### config.mk
export PLATFORM = sky130hd
export DESIGN_NAME = fbs_ctrl
export DESIGN_NICKNAME = d
export VERILOG_FILES = /design/src/fbs_pkg.sv /design/src/fbs_ctrl.sv
export SDC_FILE = /design/constraint.sdc
export NUM_CORES = 1
export LEC_CHECK = 0
export BUFFER_PORTS_ARGS = -buffer_cell sky130_fd_sc_hd__buf_4
export CORE_AREA = 2 2 120 122
export DETAILED_ROUTE_END_ITERATION = 12
export DIE_AREA = 0 0 122 124
export SLEW_MARGIN = 20
export SYNTH_ARGS = -nofsm -noshare
export SYNTH_HDL_FRONTEND = slang
export SYNTH_SLANG_ARGS = --single-unit
export TNS_END_PERCENT = 50
### constraint.sdc
create_clock -name clk_sys -period 1.6 [get_ports clk_sys]
set_clock_uncertainty 0.2 [all_clocks]
set_input_delay 0.24 -clock clk_sys [delete_from_list [all_inputs] [get_ports clk_sys]]
set_output_delay 0.24 -clock clk_sys [all_outputs]
set_load 0.05 [all_outputs]
### src/fbs_pkg.sv
// Package for the flash block-select and RAM overlay control block
package fbs_pkg;
  // ---------------------------------------------------------------
  // Register byte offsets
  // ---------------------------------------------------------------
  localparam logic [7:0] OFF_MODE_CTRL   = 8'h00;
  localparam logic [7:0] OFF_LARGE_SEL   = 8'h04;
  localparam logic [7:0] OFF_SMALL_SEL   = 8'h08;
  localparam logic [7:0] OFF_RAM_CTRL    = 8'h0C;
  localparam logic [7:0] OFF_STATUS      = 8'h10;
  // ---------------------------------------------------------------
  // Mode control fields
  // ---------------------------------------------------------------
  localparam int MC_PROG_BIT        = 0;
  localparam int MC_ERASE_BIT       = 1;
  localparam int MC_PVERIFY_BIT     = 2;
  localparam int MC_EVERIFY_BIT     = 3;
  localparam int MC_SUPPLY_BIT      = 6;
  localparam int MC_HIGHV_BIT       = 7;
  // ---------------------------------------------------------------
  // RAM control fields
  // ---------------------------------------------------------------
  localparam int RC_ERR_BIT         = 7;
  localparam int RC_SEL_BIT         = 3;
  localparam logic [7:0] RC_RSVD_ONES = 8'h70;
  // ---------------------------------------------------------------
  // Reset and disabled values
  // ---------------------------------------------------------------
  localparam logic [7:0] SEL_RESET    = 8'h00;
  localparam logic [7:0] SEL_DISABLED = 8'hFF;
  localparam logic [3:0] MODE_RESET   = 4'h0;
  localparam logic [3:0] OVL_RESET    = 4'h0;
  // ---------------------------------------------------------------
  // Address map
  // ---------------------------------------------------------------
  localparam logic [23:0] RAM_HOME     = 24'hFF_F000;
  localparam logic [23:0] OVL_BASE     = 24'h01_F000;
  localparam logic [23:0] SMALL_BASE   = 24'h01_F000;
  localparam logic [23:0] LARGE7_END   = 24'h01_EFFF;
  localparam int          LARGE_SHIFT  = 14;
  localparam int          SMALL_SHIFT  = 9;
  localparam int          WIN_BYTES    = 512;
  // ---------------------------------------------------------------
  // Bus responses
  // ---------------------------------------------------------------
  localparam logic [1:0] RESP_OKAY   = 2'b00;
  localparam logic [1:0] RESP_SLVERR = 2'b10;
endpackage

### src/fbs_ctrl.sv
// Flash block-select, mode control and RAM overlay register block
// How it works
// - Program bit enters program mode, resets 0
// - Large select clears on reset, standby, supply
// - Small select clears under same conditions
// - Set select bit enables its block
// - Flash disabled: selects read ones, ignore writes
// - Large bits map 16K regions, bit7 12K
// - Small bits map 512-byte regions from 1F000
// - Error flag blocks program and erase
// - Flash read during operation sets error
// - Exception before operation sets error
// - Sleep during operation sets error
// - Bus grant during operation sets error
// - Error clears only on reset, hardware standby
// - Flash read during operation is undefined
// - Reserved RAM control bits read one
// - Overlay select protects every flash block
// - Overlay bits clear on reset, hardware standby
// - Overlay window placed at 1F000 plus 512*n
// - Verify and erase bits enter their modes
//
// Decided for this implementation: the register addresses and the AXI4-Lite slave port.
module fbs_ctrl (
  input  wire logic        clk_sys,
  input  wire logic        rst,
  input  wire logic [7:0]  s_axi_awaddr,
  input  wire logic        s_axi_awvalid,
  output logic             s_axi_awready,
  input  wire logic [31:0] s_axi_wdata,
  input  wire logic [3:0]  s_axi_wstrb,
  input  wire logic        s_axi_wvalid,
  output logic             s_axi_wready,
  output logic [1:0]       s_axi_bresp,
  output logic             s_axi_bvalid,
  input  wire logic        s_axi_bready,
  input  wire logic [7:0]  s_axi_araddr,
  input  wire logic        s_axi_arvalid,
  output logic             s_axi_arready,
  output logic [31:0]      s_axi_rdata,
  output logic [1:0]       s_axi_rresp,
  output logic             s_axi_rvalid,
  input  wire logic        s_axi_rready,
  input  wire logic        flash_enabled,
  input  wire logic        high_volt_present,
  input  wire logic        hw_standby,
  input  wire logic        sw_standby,
  input  wire logic        flash_array_read,
  input  wire logic        overlay_hit,
  input  wire logic        exception_taken,
  input  wire logic        sleep_exec,
  input  wire logic        bus_granted,
  input  wire logic [23:0] cpu_addr,
  output logic [7:0]       large_block_bits,
  output logic [7:0]       small_block_bits,
  output logic             program_mode,
  output logic             erase_mode,
  output logic             program_verify_bit,
  output logic             erase_verify_bit,
  output logic             prog_supply_enable,
  output logic             flash_error_flag,
  output logic             write_allowed,
  output logic             ram_window_hit,
  output logic             read_data_invalid
);
  // ---------------------------------------------------------------
  // Pin synchronisers
  // ---------------------------------------------------------------
  logic [8:0] sync1_q;
  logic [8:0] sync2_q;
  logic       fen_s;
  logic       hv_s;
  logic       hws_s;
  logic       sws_s;
  logic       frd_s;
  logic       ovh_s;
  logic       exc_s;
  logic       slp_s;
  logic       bgr_s;

  always_ff @(posedge clk_sys) begin
    if (rst) begin
      sync1_q <= 9'h000;
      sync2_q <= 9'h000;
    end else begin
      sync1_q <= {flash_enabled, high_volt_present, hw_standby, sw_standby,
                  flash_array_read, overlay_hit, exception_taken, sleep_exec,
                  bus_granted};
      sync2_q <= sync1_q;
    end
  end

  assign {fen_s, hv_s, hws_s, sws_s, frd_s, ovh_s, exc_s, slp_s, bgr_s} = sync2_q;

  // ---------------------------------------------------------------
  // Register state
  // ---------------------------------------------------------------
  logic [3:0] mode_q;
  logic       supply_q;
  logic [7:0] large_q;
  logic [7:0] small_q;
  logic       err_q;
  logic [3:0] ovl_q;
  logic       op_active;
  logic       sel_clear;

  assign op_active = mode_q[fbs_pkg::MC_PROG_BIT] | mode_q[fbs_pkg::MC_ERASE_BIT];
  // Block selects cleared by standby or supply state
  assign sel_clear = hws_s | sws_s | ~hv_s | (hv_s & ~supply_q);

  // ---------------------------------------------------------------
  // AXI4-Lite write channel
  // ---------------------------------------------------------------
  logic       aw_held_q;
  logic       w_held_q;
  logic [7:0] awaddr_q;
  logic [7:0] wdata_q;
  logic       wstrb0_q;
  logic       do_write;
  logic       wr_hit;

  assign s_axi_awready = ~aw_held_q & ~s_axi_bvalid;
  assign s_axi_wready  = ~w_held_q & ~s_axi_bvalid;
  assign do_write      = aw_held_q & w_held_q & ~s_axi_bvalid;

  function automatic logic addr_mapped(input logic [7:0] a);
    addr_mapped = (a == fbs_pkg::OFF_MODE_CTRL) || (a == fbs_pkg::OFF_LARGE_SEL) ||
                  (a == fbs_pkg::OFF_SMALL_SEL) || (a == fbs_pkg::OFF_RAM_CTRL) ||
                  (a == fbs_pkg::OFF_STATUS);
  endfunction

  assign wr_hit = addr_mapped(awaddr_q);

  always_ff @(posedge clk_sys) begin
    if (rst) begin
      aw_held_q <= 1'b0;
      w_held_q  <= 1'b0;
      awaddr_q  <= 8'h00;
      wdata_q   <= 8'h00;
      wstrb0_q  <= 1'b0;
    end else begin
      if (s_axi_awvalid && s_axi_awready) begin
        aw_held_q <= 1'b1;
        awaddr_q  <= {s_axi_awaddr[7:2], 2'b00};
      end else if (do_write) begin
        aw_held_q <= 1'b0;
      end
      if (s_axi_wvalid && s_axi_wready) begin
        w_held_q <= 1'b1;
        wdata_q  <= s_axi_wdata[7:0];
        wstrb0_q <= s_axi_wstrb[0];
      end else if (do_write) begin
        w_held_q <= 1'b0;
      end
    end
  end

  always_ff @(posedge clk_sys) begin
    if (rst) begin
      s_axi_bvalid <= 1'b0;
      s_axi_bresp  <= fbs_pkg::RESP_OKAY;
    end else if (do_write) begin
      s_axi_bvalid <= 1'b1;
      s_axi_bresp  <= wr_hit ? fbs_pkg::RESP_OKAY : fbs_pkg::RESP_SLVERR;
    end else if (s_axi_bready) begin
      s_axi_bvalid <= 1'b0;
    end
  end

  logic wr_en;
  assign wr_en = do_write & wstrb0_q;

  // ---------------------------------------------------------------
  // Mode control register
  // ---------------------------------------------------------------
  always_ff @(posedge clk_sys) begin
    if (rst) begin
      mode_q   <= fbs_pkg::MODE_RESET;
      supply_q <= 1'b0;
    end else if (hws_s || sws_s || !hv_s || !fen_s) begin
      mode_q   <= fbs_pkg::MODE_RESET;
      supply_q <= 1'b0;
    end else if (wr_en && awaddr_q == fbs_pkg::OFF_MODE_CTRL) begin
      mode_q   <= wdata_q[3:0];
      supply_q <= wdata_q[fbs_pkg::MC_SUPPLY_BIT];
    end
  end

  // ---------------------------------------------------------------
  // Block select registers
  // ---------------------------------------------------------------
  always_ff @(posedge clk_sys) begin
    if (rst || sel_clear) begin
      large_q <= fbs_pkg::SEL_RESET;
      small_q <= fbs_pkg::SEL_RESET;
    end else if (wr_en && fen_s) begin
      if (awaddr_q == fbs_pkg::OFF_LARGE_SEL)
        large_q <= wdata_q;
      if (awaddr_q == fbs_pkg::OFF_SMALL_SEL)
        small_q <= wdata_q;
    end
  end

  // ---------------------------------------------------------------
  // RAM control: overlay and error flag
  // ---------------------------------------------------------------
  always_ff @(posedge clk_sys) begin
    if (rst || hws_s) begin
      ovl_q <= fbs_pkg::OVL_RESET;
    end else if (wr_en && awaddr_q == fbs_pkg::OFF_RAM_CTRL) begin
      ovl_q <= wdata_q[3:0];
    end
  end

  logic err_event;
  assign err_event = op_active & ((frd_s & ~ovh_s) | slp_s | bgr_s);

  logic exc_arm_q;
  always_ff @(posedge clk_sys) begin
    if (rst) begin
      exc_arm_q <= 1'b0;
    end else begin
      exc_arm_q <= exc_s;
    end
  end

  logic mode_rise;
  logic op_prev_q;
  always_ff @(posedge clk_sys) begin
    if (rst) begin
      op_prev_q <= 1'b0;
    end else begin
      op_prev_q <= op_active;
    end
  end
  assign mode_rise = op_active & ~op_prev_q;

  always_ff @(posedge clk_sys) begin
    if (rst || hws_s) begin
      err_q <= 1'b0;
    end else if (err_event || (mode_rise && (exc_arm_q || exc_s))) begin
      err_q <= 1'b1;
    end
  end

  // ---------------------------------------------------------------
  // Outputs to the flash array
  // ---------------------------------------------------------------
  assign write_allowed = op_active & ~err_q & ~ovl_q[fbs_pkg::RC_SEL_BIT];

  always_ff @(posedge clk_sys) begin
    if (rst) begin
      large_block_bits   <= 8'h00;
      small_block_bits   <= 8'h00;
      program_mode       <= 1'b0;
      erase_mode         <= 1'b0;
      program_verify_bit <= 1'b0;
      erase_verify_bit   <= 1'b0;
      prog_supply_enable <= 1'b0;
      flash_error_flag   <= 1'b0;
      read_data_invalid  <= 1'b0;
      ram_window_hit     <= 1'b0;
    end else begin
      large_block_bits   <= write_allowed ? large_q : 8'h00;
      small_block_bits   <= write_allowed ? small_q : 8'h00;
      program_mode       <= mode_q[fbs_pkg::MC_PROG_BIT];
      erase_mode         <= mode_q[fbs_pkg::MC_ERASE_BIT];
      program_verify_bit <= mode_q[fbs_pkg::MC_PVERIFY_BIT];
      erase_verify_bit   <= mode_q[fbs_pkg::MC_EVERIFY_BIT];
      prog_supply_enable <= supply_q;
      flash_error_flag   <= err_q;
      read_data_invalid  <= op_active & frd_s & ~ovh_s;
      ram_window_hit     <= win_match(cpu_addr, ovl_q);
    end
  end

  function automatic logic win_match(input logic [23:0] a, input logic [3:0] o);
    logic [23:0] base;
    base = o[3] ? (fbs_pkg::OVL_BASE + {12'h000, o[2:0], 9'h000}) : fbs_pkg::RAM_HOME;
    win_match = (a[23:9] == base[23:9]);
  endfunction

  // ---------------------------------------------------------------
  // AXI4-Lite read channel
  // ---------------------------------------------------------------
  logic [7:0] rd_byte;
  logic       rd_hit;

  assign rd_hit = addr_mapped({s_axi_araddr[7:2], 2'b00});
  assign s_axi_arready = ~s_axi_rvalid;

  always_comb begin
    case ({s_axi_araddr[7:2], 2'b00})
      fbs_pkg::OFF_MODE_CTRL:
        rd_byte = fen_s ? {hv_s, supply_q, 2'b00, mode_q} : fbs_pkg::SEL_DISABLED;
      fbs_pkg::OFF_LARGE_SEL:
        rd_byte = fen_s ? large_q : fbs_pkg::SEL_DISABLED;
      fbs_pkg::OFF_SMALL_SEL:
        rd_byte = fen_s ? small_q : fbs_pkg::SEL_DISABLED;
      fbs_pkg::OFF_RAM_CTRL:
        rd_byte = {err_q, 3'b000, ovl_q} | fbs_pkg::RC_RSVD_ONES;
      fbs_pkg::OFF_STATUS:
        rd_byte = {5'b00000, ovh_s, op_active, write_allowed};
      default:
        rd_byte = 8'h00;
    endcase
  end

  always_ff @(posedge clk_sys) begin
    if (rst) begin
      s_axi_rvalid <= 1'b0;
      s_axi_rdata  <= 32'h0000_0000;
      s_axi_rresp  <= fbs_pkg::RESP_OKAY;
    end else if (s_axi_arvalid && s_axi_arready) begin
      s_axi_rvalid <= 1'b1;
      s_axi_rdata  <= {24'h00_0000, rd_byte};
      s_axi_rresp  <= rd_hit ? fbs_pkg::RESP_OKAY : fbs_pkg::RESP_SLVERR;
    end else if (s_axi_rready) begin
      s_axi_rvalid <= 1'b0;
    end
  end
endmodule

---- Word-level counts from Yosys, hierarchy flattened ----
Cells that the tools add are included.
word-level totals
  bits in registers ....................... 101
  output and inout bits ................... 66
  word-level logic and storage cells ...... 118
operators by class
  add/subtract/negate cells ............... 1
  equality and inequality tests ........... 9
  multiplexer cells ....................... 14
  bitwise gates (word level) .............. 30
  reductions and logical operators ........ 34
operator list
  kind                    number
  $pmux 8 s5              1
  $eq 6x2->1 const B      4
  $mux 24                 1
  $mux 8                  3
  $add 17x12->18 const A  1
  $eq 15x15->1            1
  $logic_or 1x1->1        15
  $and 1x1->1             13
  $eq 6x1->1 const B      2
  $eq 6x3->1 const B      2
  $not 1->1               11
  $logic_not 8->1         1
  $reduce_bool 2->1       4
  $logic_and 1x1->1       7
  $mux 1                  7
  $logic_not 6->1         1
  $or 1x1->1              6
  $mux 2                  2
  $reduce_and 2->1        2
  $reduce_or 2->1         2
  $logic_not 1->1         2

---- Logic depth before layout (Yosys ltp) ----
Gate-level depths: netlist of the first run.
  depth in word-level cells ............... 6
  depth in mapped cells ................... 6

---- Worst setup path after synthesis of the first run ----
No wires, ideal clock.
  kind .................................... flip-flop to flip-flop
  from .................................... register ovl_q[3]
  to ...................................... register s_axi_rdata[0]
  setup time .............................. 86 ps
  arrival time ............................ 1947 ps
  required time ........................... 1314 ps
  path slack .............................. -633 ps
  stages on the path, launching flop included .. 5
  path buffers ............................ 1
  period minus slack after synthesis ...... 2233 ps
  cells stage by stage .................... dfxtp_1 > clkbuf_2 > nor3_1 > a21oi_1 > a211oi_1
between the ends
  word-level cells in the longest chain between the ends .. 3
ends and longest elaborated chain
  item                    RTL line         source
  from (decl)             fbs_ctrl.sv:103  logic [3:0] ovl_q;
  from (signal assigned)  fbs_ctrl.sv:209  ovl_q <= fbs_pkg::OVL_RESET;
  from (signal assigned)  fbs_ctrl.sv:211  ovl_q <= wdata_q[3:0];
  $not 1->1               fbs_ctrl.sv:249  assign write_allowed = op_active & ~err_q & ~ovl_q[fbs_pkg::RC_SEL_BIT];
  $and 1x1->1             fbs_ctrl.sv:249
  via write_allowed       fbs_ctrl.sv:62   output logic write_allowed,
  $pmux 8 s5              fbs_ctrl.sv:293  case ({s_axi_araddr[7:2], 2'b00})
  to (signal assigned)    fbs_ctrl.sv:316  s_axi_rdata <= {24'h00_0000, rd_byte};
  to (decl)               fbs_ctrl.sv:40   output logic [31:0] s_axi_rdata,
The timed path passes the listed nets, and every way through them passes these cells.
A chain may end at the register's enable or synchronous reset.

---- Final worst setup path of the first run ----
  from .................................... register err_q
  to ...................................... output write_allowed
between the ends
  word-level cells in the longest chain between the ends .. 3
ends and longest elaborated chain
  item                       RTL line         source
  from (decl)                fbs_ctrl.sv:102  logic err_q;
  from (signal assigned)     fbs_ctrl.sv:240  err_q <= 1'b0;
  from (signal assigned)     fbs_ctrl.sv:242  err_q <= 1'b1;
  $not 1->1                  fbs_ctrl.sv:249
  $and 1x1->1 (2 in series)  fbs_ctrl.sv:249
  to (decl)                  fbs_ctrl.sv:62
Every way passes these cells.

==> flow_summary_export.csv, run 1 <==
group,metric,value,unit
finish,areaGrowthSynthToFinish,45.1,%
clock_network,cts_made_buffers,9,
drt,ant_nets,0,
setup_path,cp.required,1160,ps
finish,fillCellCount,1367,
synth,ys_types,44,
place,gp_congestion,0.840,
pwr,leakagePower,2.50,nW
finish,fin_util,41.5,%
status,violations,"negative setup slack",
clock_network,h-tree-depth,3,
clock_network,cts_tree,"yes",
finish,multi_input_area,1810,µm²
drt,first_pass_iters,4,
setup_path,path_cells,"buf_6, nor3_4, buf_6",
global_routing,antenna_found_initial,0,
finish,num_antenna_cells,0,
global_routing,grt_pass1_wl,14800,µm
finish,area.sequential,2000,µm²
clock_network,clkLatencyLatePin,350,ps
finish,stdcell_area,5690,µm²
global_routing,grt_pass1_vias,3060,
clock_network,cts_sinks,99,
setup_path,arrival,1160,ps
drt,drc_errors,0,
place,post_dp_cell_area,4880,µm²
synth,ys_seq_area_share,50.5,%
synth,avgSynthCellArea,9.50,µm²
clock_network,cts_buffer_depth,2,
drt,wl_per_cell,13.0,µm
place,place_hpwl,6940,µm
drt,drtIter0Drc,97,
setup_path,critPathMaxStageDelay,340,ps
setup_path,crit_type,"reg -> out",
synth,ys.flop_type,"dfxtp_1",
pwr,power_frac_clock,42.7,%
global_routing,grtUsageTotal,12.9,%
setup_path,critical_path.top_delay_family,"flip-flops",
synth,netlist_area,3920,µm²
clock_network,clockRootBuffer,"clkbuf_16",
sta,setup_viol,1,
die,row_count,43,
die,die_w,122,µm
die,pin_count,158,
setup_path,critPathSlowestCell,"dfxtp_2",
die,core,13700,µm²
pwr,peakVddDrop,0.000509,V
synth,async_flop_share,0,%
setup_path,endpoint_kind,"primary output",
pwr,internal_power,4.41,mW
pwr,p_sw,1.39,mW
sta,period_needed,1600,ps
drt,totalWireLength,9660,µm
sta,relSlewSlack,53.9,%
global_routing,overflow,0,
finish,final_cell_mix,"112 x buf_4, 91 x dfxtp_1, 52 x nor2_1",
drt,via_count,3205,
synth,synthCells,413,
synth,synth_edf_count,0,
sta,layout_setup_ws,-4.56,ps
drt,viasPerCell,4.32,
die,die_h,124,µm
setup_path,crit_top_cell,"buf_6",
sta,slew_violations,0,
synth,ys_ff_latch,99,
setup_path,worst-path-buf-inv,2,
pwr,pwr-share-seq,44.5,%
sta,timing.final.crit_share,100,%
status,status,"complete, but fails checks",
sta,worst_pin_slew,687,ps
synth,yosysWarnings,0,
pwr,swShare,24.0,%
setup_path,rrSetupSlack,50,ps
clock_network,path_clk_slew,60,ps
die,dieArea,15100,µm²
sta,fmax,623,MHz
sta,hold_viol,0,
finish,layout_commonest_cell,"buf_4",
setup_path,path_max_fanout,2,
setup_path,cp-start-kind,"register",
pwr,power.density,1020,nW/µm²
place,place.port_buffers,91,
finish,drive_above_1_share,29.2,%
global_routing,grt_max_degree,43,
finish,nets,649,
pwr,comb_power_share,12.8,%
run,maxCapViolCount,0,
die,start_util,28.6,%
worst_hold_path,hold_class,"in -> reg",
sta,hold_ws,31.7,ps
sta,grt_setup_unrepaired,"true",
sequential cells by signal (all words and copies together) (netlist names), 4 cells and up:
name / cells
small_q: 8
s_axi_rdata: 8
small_block_bits: 8
sync2_q: 9
ovl_q: 4
large_q: 8
awaddr_q: 6
large_block_bits: 8
sync1_q: 9
mode_q: 4
wdata_q: 8
worst paths after layout:
path / depth (start not counted) / endpoint / startpoint
worst max-delay path: 3 / write_allowed / err_q
worst min register to register: 1 / sync2_q[0] / sync1_q[0]
worst min-delay path: 3 / s_axi_rvalid / s_axi_arvalid
worst max register to register: 6 / large_q[4] / awaddr_q[7]
per-stage QoR:
step                setup TNS, ps  setup WS [ps]  instances  total power, mW
floorplan                       0           11.7        438             3.09
global placement            -3770           -220        690             3.27
detailed placement          -4340           -244        690             3.29
CTS                         -43.6          -43.6        738             5.86
global route                 -230          -70.9        742             6.04
finish                      -4.56          -4.56        742             5.80
cells by family after synthesis:
logic type,Yosys count,synth area share [%]
muxes,36,9.19
DFF,99,50.5
and+or+nand+nor,176,24.5
xor gates and xnor gates,2,0.447
AOI/OAI and AO/OA,50,7.53
other,1,0.0956
buffers and inverters,49,7.75
power by group through the flow:
stage / sequential, mW / clock, mW / combinational, mW
2_1_floorplan: 2.67 / 0 / 0.420
3_3_place_gp: 2.64 / 0 / 0.639
3_5_place_dp: 2.64 / 0 / 0.651
4_1_cts: 2.58 / 2.56 / 0.718
5_1_grt: 2.59 / 2.65 / 0.796
6_report: 2.58 / 2.48 / 0.742
metal layers:
metal	GRT usage [%]	part of all wire, %	vias up
li1	-	-	1626
met1	14.1	41	1481
met2	23.7	52	90
met3	4.53	5.5	8
met4	3.66	0.85	0
met5	0	0	-
synth_stat cells (3+ instances only):
| library cell | number | area, µm² |
|---|---|---|
| nor3b_1 | 4 | 30.0 |
| nor2_1 | 55 | 206 |
| o21ai_0 | 17 | 85.1 |
| clkbuf_1 | 9 | 33.8 |
| a21oi_1 | 19 | 95.1 |
| a311oi_1 | 4 | 35.0 |
| mux2i_1 | 36 | 360 |
| nor3_1 | 5 | 25.0 |
| inv_1 | 3 | 11.3 |
| nand4_2 | 3 | 37.5 |
| and3b_1 | 3 | 26.3 |
| nor2b_1 | 33 | 206 |
| nand3_1 | 7 | 35.0 |
| nand2_1 | 29 | 109 |
| dfxtp_1 | 99 | 1980 |
| buf_4 | 27 | 203 |
| buf_2 | 8 | 40.0 |
| a211oi_1 | 3 | 22.5 |
| and2_1 | 19 | 119 |
worst register-to-register path: cells and delay by family, from the launching register on:
kind	cells	cell delay, ps
simple gates	3	420
flops	1	330
buf+inv	2	320
mux	1	160
final cells by class:
type / instances / area share (%)
inverters: 3 / 0.264
clock inverters: 6 / 1.98
well taps: 180 / 3.96
flip-flops and latches: 99 / 35.1
multi-input cells: 290 / 31.8
repair buffers: 154 / 22.7
clock buffers: 10 / 4.20
repair_timing:
action	4_1_cts	5_1_grt
pin swaps	1	5
resized for setup	12	18
hold endpoints to repair	27	0
setup endpoints to repair	38	21
hold buffers	32	0
cloned	0	0
buffers inserted	1	5
Note: power is estimated with default switching activity, not from simulation.
==> run 2: changes to the inputs <==
--- a/config.mk
+++ b/config.mk
@@ -6,9 +6,12 @@
 export NUM_CORES = 1
 export LEC_CHECK = 0
 export BUFFER_PORTS_ARGS = -buffer_cell sky130_fd_sc_hd__buf_4
-export CORE_AREA = 2 2 120 122
+export CORE_AREA = 2 2 103 105
+export CTS_CLUSTER_DIAMETER = 120
 export DETAILED_ROUTE_END_ITERATION = 12
-export DIE_AREA = 0 0 122 124
+export DIE_AREA = 0 0 105 107
+export PLACE_DENSITY = 0.69
+export SETUP_SLACK_MARGIN = 0.3
 export SLEW_MARGIN = 20
 export SYNTH_ARGS = -nofsm -noshare
 export SYNTH_HDL_FRONTEND = slang
==> run 2 against run 1 <==
  * The flow still finishes with violations (negative setup slack)
  * Critical path depth increased by 1
  * Via count grew 4.1%
  * Worst setup slack worse by 55 ps
  * Clock-buffer cell count is 1 lower
  * Register-to-register slack got worse by 20 ps
  * First-iteration DRC count is 21% higher
  * Combinational power grew 20%
  * Clock power fell by 33%
  * Cell area grew 11%
  * Core utilization rose by 21 points
  * Die area decreased by 26%
  * Sequential share of layout area fell by 2.6 points
  * Critical path type unchanged
==> flow_summary_export.csv, run 2 (synthesis results as in run 1) <==
group,metric,value,unit
pwr,leakagePower,2.68,nW
die,row_count,37,
setup_path,path_max_fanout,2,
sta,timing.final.crit_share,104,%
pwr,p_sw,1.45,mW
setup_path,reg2reg_from,"s_axi_bvalid",
clock_network,cts_sinks,99,
finish,areaGrowthSynthToFinish,61.8,%
global_routing,grt_pass1_vias,3200,
place,place_ws,-166,ps
place,place.port_buffers,91,
sta,period_needed,1660,ps
drt,wl_per_cell,14.1,µm
finish,fillCellCount,833,
die,die_h,107,µm
clock_network,clockRootBuffer,"clkbuf_8",
worst_hold_path,hold_class,"in -> reg",
status,status,"complete, but fails checks",
pwr,power.density,809,nW/µm²
finish,fin_util,62.9,%
finish,multi_input_area,2130,µm²
sta,slew_violations,0,
finish,area.sequential,2060,µm²
clock_network,clkLatencyLatePin,360,ps
drt,drc_errors,0,
die,die_w,105,µm
global_routing,grt_pass1_wl,15000,µm
sta,layout_setup_ws,-59.9,ps
setup_path,reg2reg_depth,6,
sta,setup-tns-final,-59.9,ps
status,violations,"negative setup slack",
setup_path,rrSetupSlack,30,ps
setup_path,cp.required,1160,ps
drt,first_pass_iters,4,
sta,worst_pin_slew,507,ps
worst_hold_path,holdPathEnd,"s_axi_rdata[0]",
place,gp_congestion,0.782,
clock_network,cts_buffer_depth,2,
die,core,10100,µm²
pwr,internal_power,3.68,mW
die,dieArea,11200,µm²
pwr,swShare,28.3,%
pwr,pwr-share-seq,50.4,%
sta,setup_viol,1,
run,maxCapViolCount,0,
clock_network,cts_made_buffers,9,
setup_path,crit_type,"reg -> out",
finish,stdcell_count,713,
drt,drtIter0Drc,117,
finish,largestRegisters,"sync1_q (9), sync2_q (9)",
worst_hold_path,hold_depth,4,
setup_path,rr_endpoint,"small_q[4]",
setup_path,critical_path.top_delay_family,"flip-flops",
setup_path,cp_num_cells,4,
sta,hold_ws,16.1,ps
sta,fmax,602,MHz
global_routing,grtUsageTotal,16.6,%
sta,hold_viol,0,
pwr,power_frac_clock,32.2,%
pwr,comb_power_share,17.4,%
global_routing,grt_max_degree,45,
drt,via_count,3336,
place,place_hpwl,6230,µm
setup_path,critPathSlowestCell,"dfxtp_2",
setup_path,endpoint_kind,"primary output",
die,start_util,38.9,%
place,dp.cells,640,
die,pin_count,158,
finish,drive_above_1_share,50.3,%
setup_path,crit_top_cell,"buf_6",
worst_hold_path,hold_path.startpoint,"s_axi_araddr[4]",
clock_network,h-tree-depth,3,
finish,nets,664,
setup_path,cp-start-kind,"register",
finish,layout_commonest_cell,"buf_4",
sta,relSlewSlack,66.2,%
clock_network,cts_tree,"yes",
setup_path,arrival,1220,ps
global_routing,overflow,0,
finish,num_antenna_cells,0,
setup_path,worst-path-buf-inv,2,
setup_path,critPathMaxStageDelay,360,ps
finish,final_cell_mix,"68 x buf_4, 50 x dfxtp_1, 49 x nor2_1",
sta,grt_setup_unrepaired,"true",
drt,totalWireLength,10000,µm
drt,viasPerCell,4.68,
setup_path,path_cells,"nor2_4, buf_6, nor3_4, buf_6",
clock_network,path_clk_slew,100,ps
drt,ant_nets,0,
global_routing,antenna_found_initial,0,
pwr,peakVddDrop,0.000591,V
## run 2: changes by cell type in the layout (fill, tap and decap cells not counted), sizes merged, moves of 2 or more
| cell | delta |
|---|---|
| inv | +2 |
| clkinvlp | +2 |
| buf | +15 |
| bufinv | -2 |
## run 2: worst max path at each step
stage                            start             endpoint  slack (ps)
final                        mode_q[1]        write_allowed         -60
after global routing         mode_q[1]        write_allowed        -140
after CTS                    mode_q[0]        write_allowed        -120
after detailed placement           rst  small_block_bits[2]        -170
after global placement             rst  small_block_bits[0]        -130
after floorplan           s_axi_bvalid           large_q[7]          20
## run 2: final cells by class
cell class	instances	area share, %
tap	136	2.68
timing repair buffer	168	27.7
sequential	99	32.4
multi-input combinational	291	33.6
clock inverter	7	1.34
inverter	3	0.237
clock buffer	9	1.95
## run 2: worst register-to-register path: cells and delay by family, from the launching register on
| kind | cells | cell delay (ps) |
|---|---|---|
| AND/OR/NAND/NOR | 3 | 430 |
| buffers and inverters | 2 | 300 |
| multiplexers | 1 | 180 |
| flip-flops | 1 | 360 |
## run 2: through the flow
| step | cell area, µm² | power [mW] |
|---|---|---|
| final | 6350 | 5.13 |
| after floorplan | 4100 | 3.10 |
| after global routing | 6350 | 5.32 |
| after CTS | 5870 | 5.06 |
| after detailed placement | 4800 | 3.27 |
| after global placement | 4800 | 3.26 |
## run 2: routing by layer
| metal | vias up | track usage [%] | routed length, µm |
|---|---|---|---|
| li1 | 1650 | - | - |
| met1 | 1582 | 18.4 | 4120 |
| met2 | 90 | 30.7 | 5340 |
| met3 | 14 | 4.80 | 433 |
| met4 | 0 | 4.57 | 137 |
| met5 | - | 0 | 0 |
## run 2: power groups by stage
stage,registers [mW],logic [mW],clock network (mW)
after floorplan,2.67,0.433,0
after global placement,2.63,0.624,0
after detailed placement,2.64,0.636,0
after CTS,2.59,0.785,1.69
after global routing,2.59,0.953,1.78
final,2.58,0.894,1.65
## run 2: repair_timing
item	4_1_cts	5_1_grt
resized for setup	166	93
buffers inserted	12	12
hold buffers	29	1
endpoints found under the hold margin	28	1
endpoints found under the setup margin	104	108
pin swaps	47	48
cloned	0	3
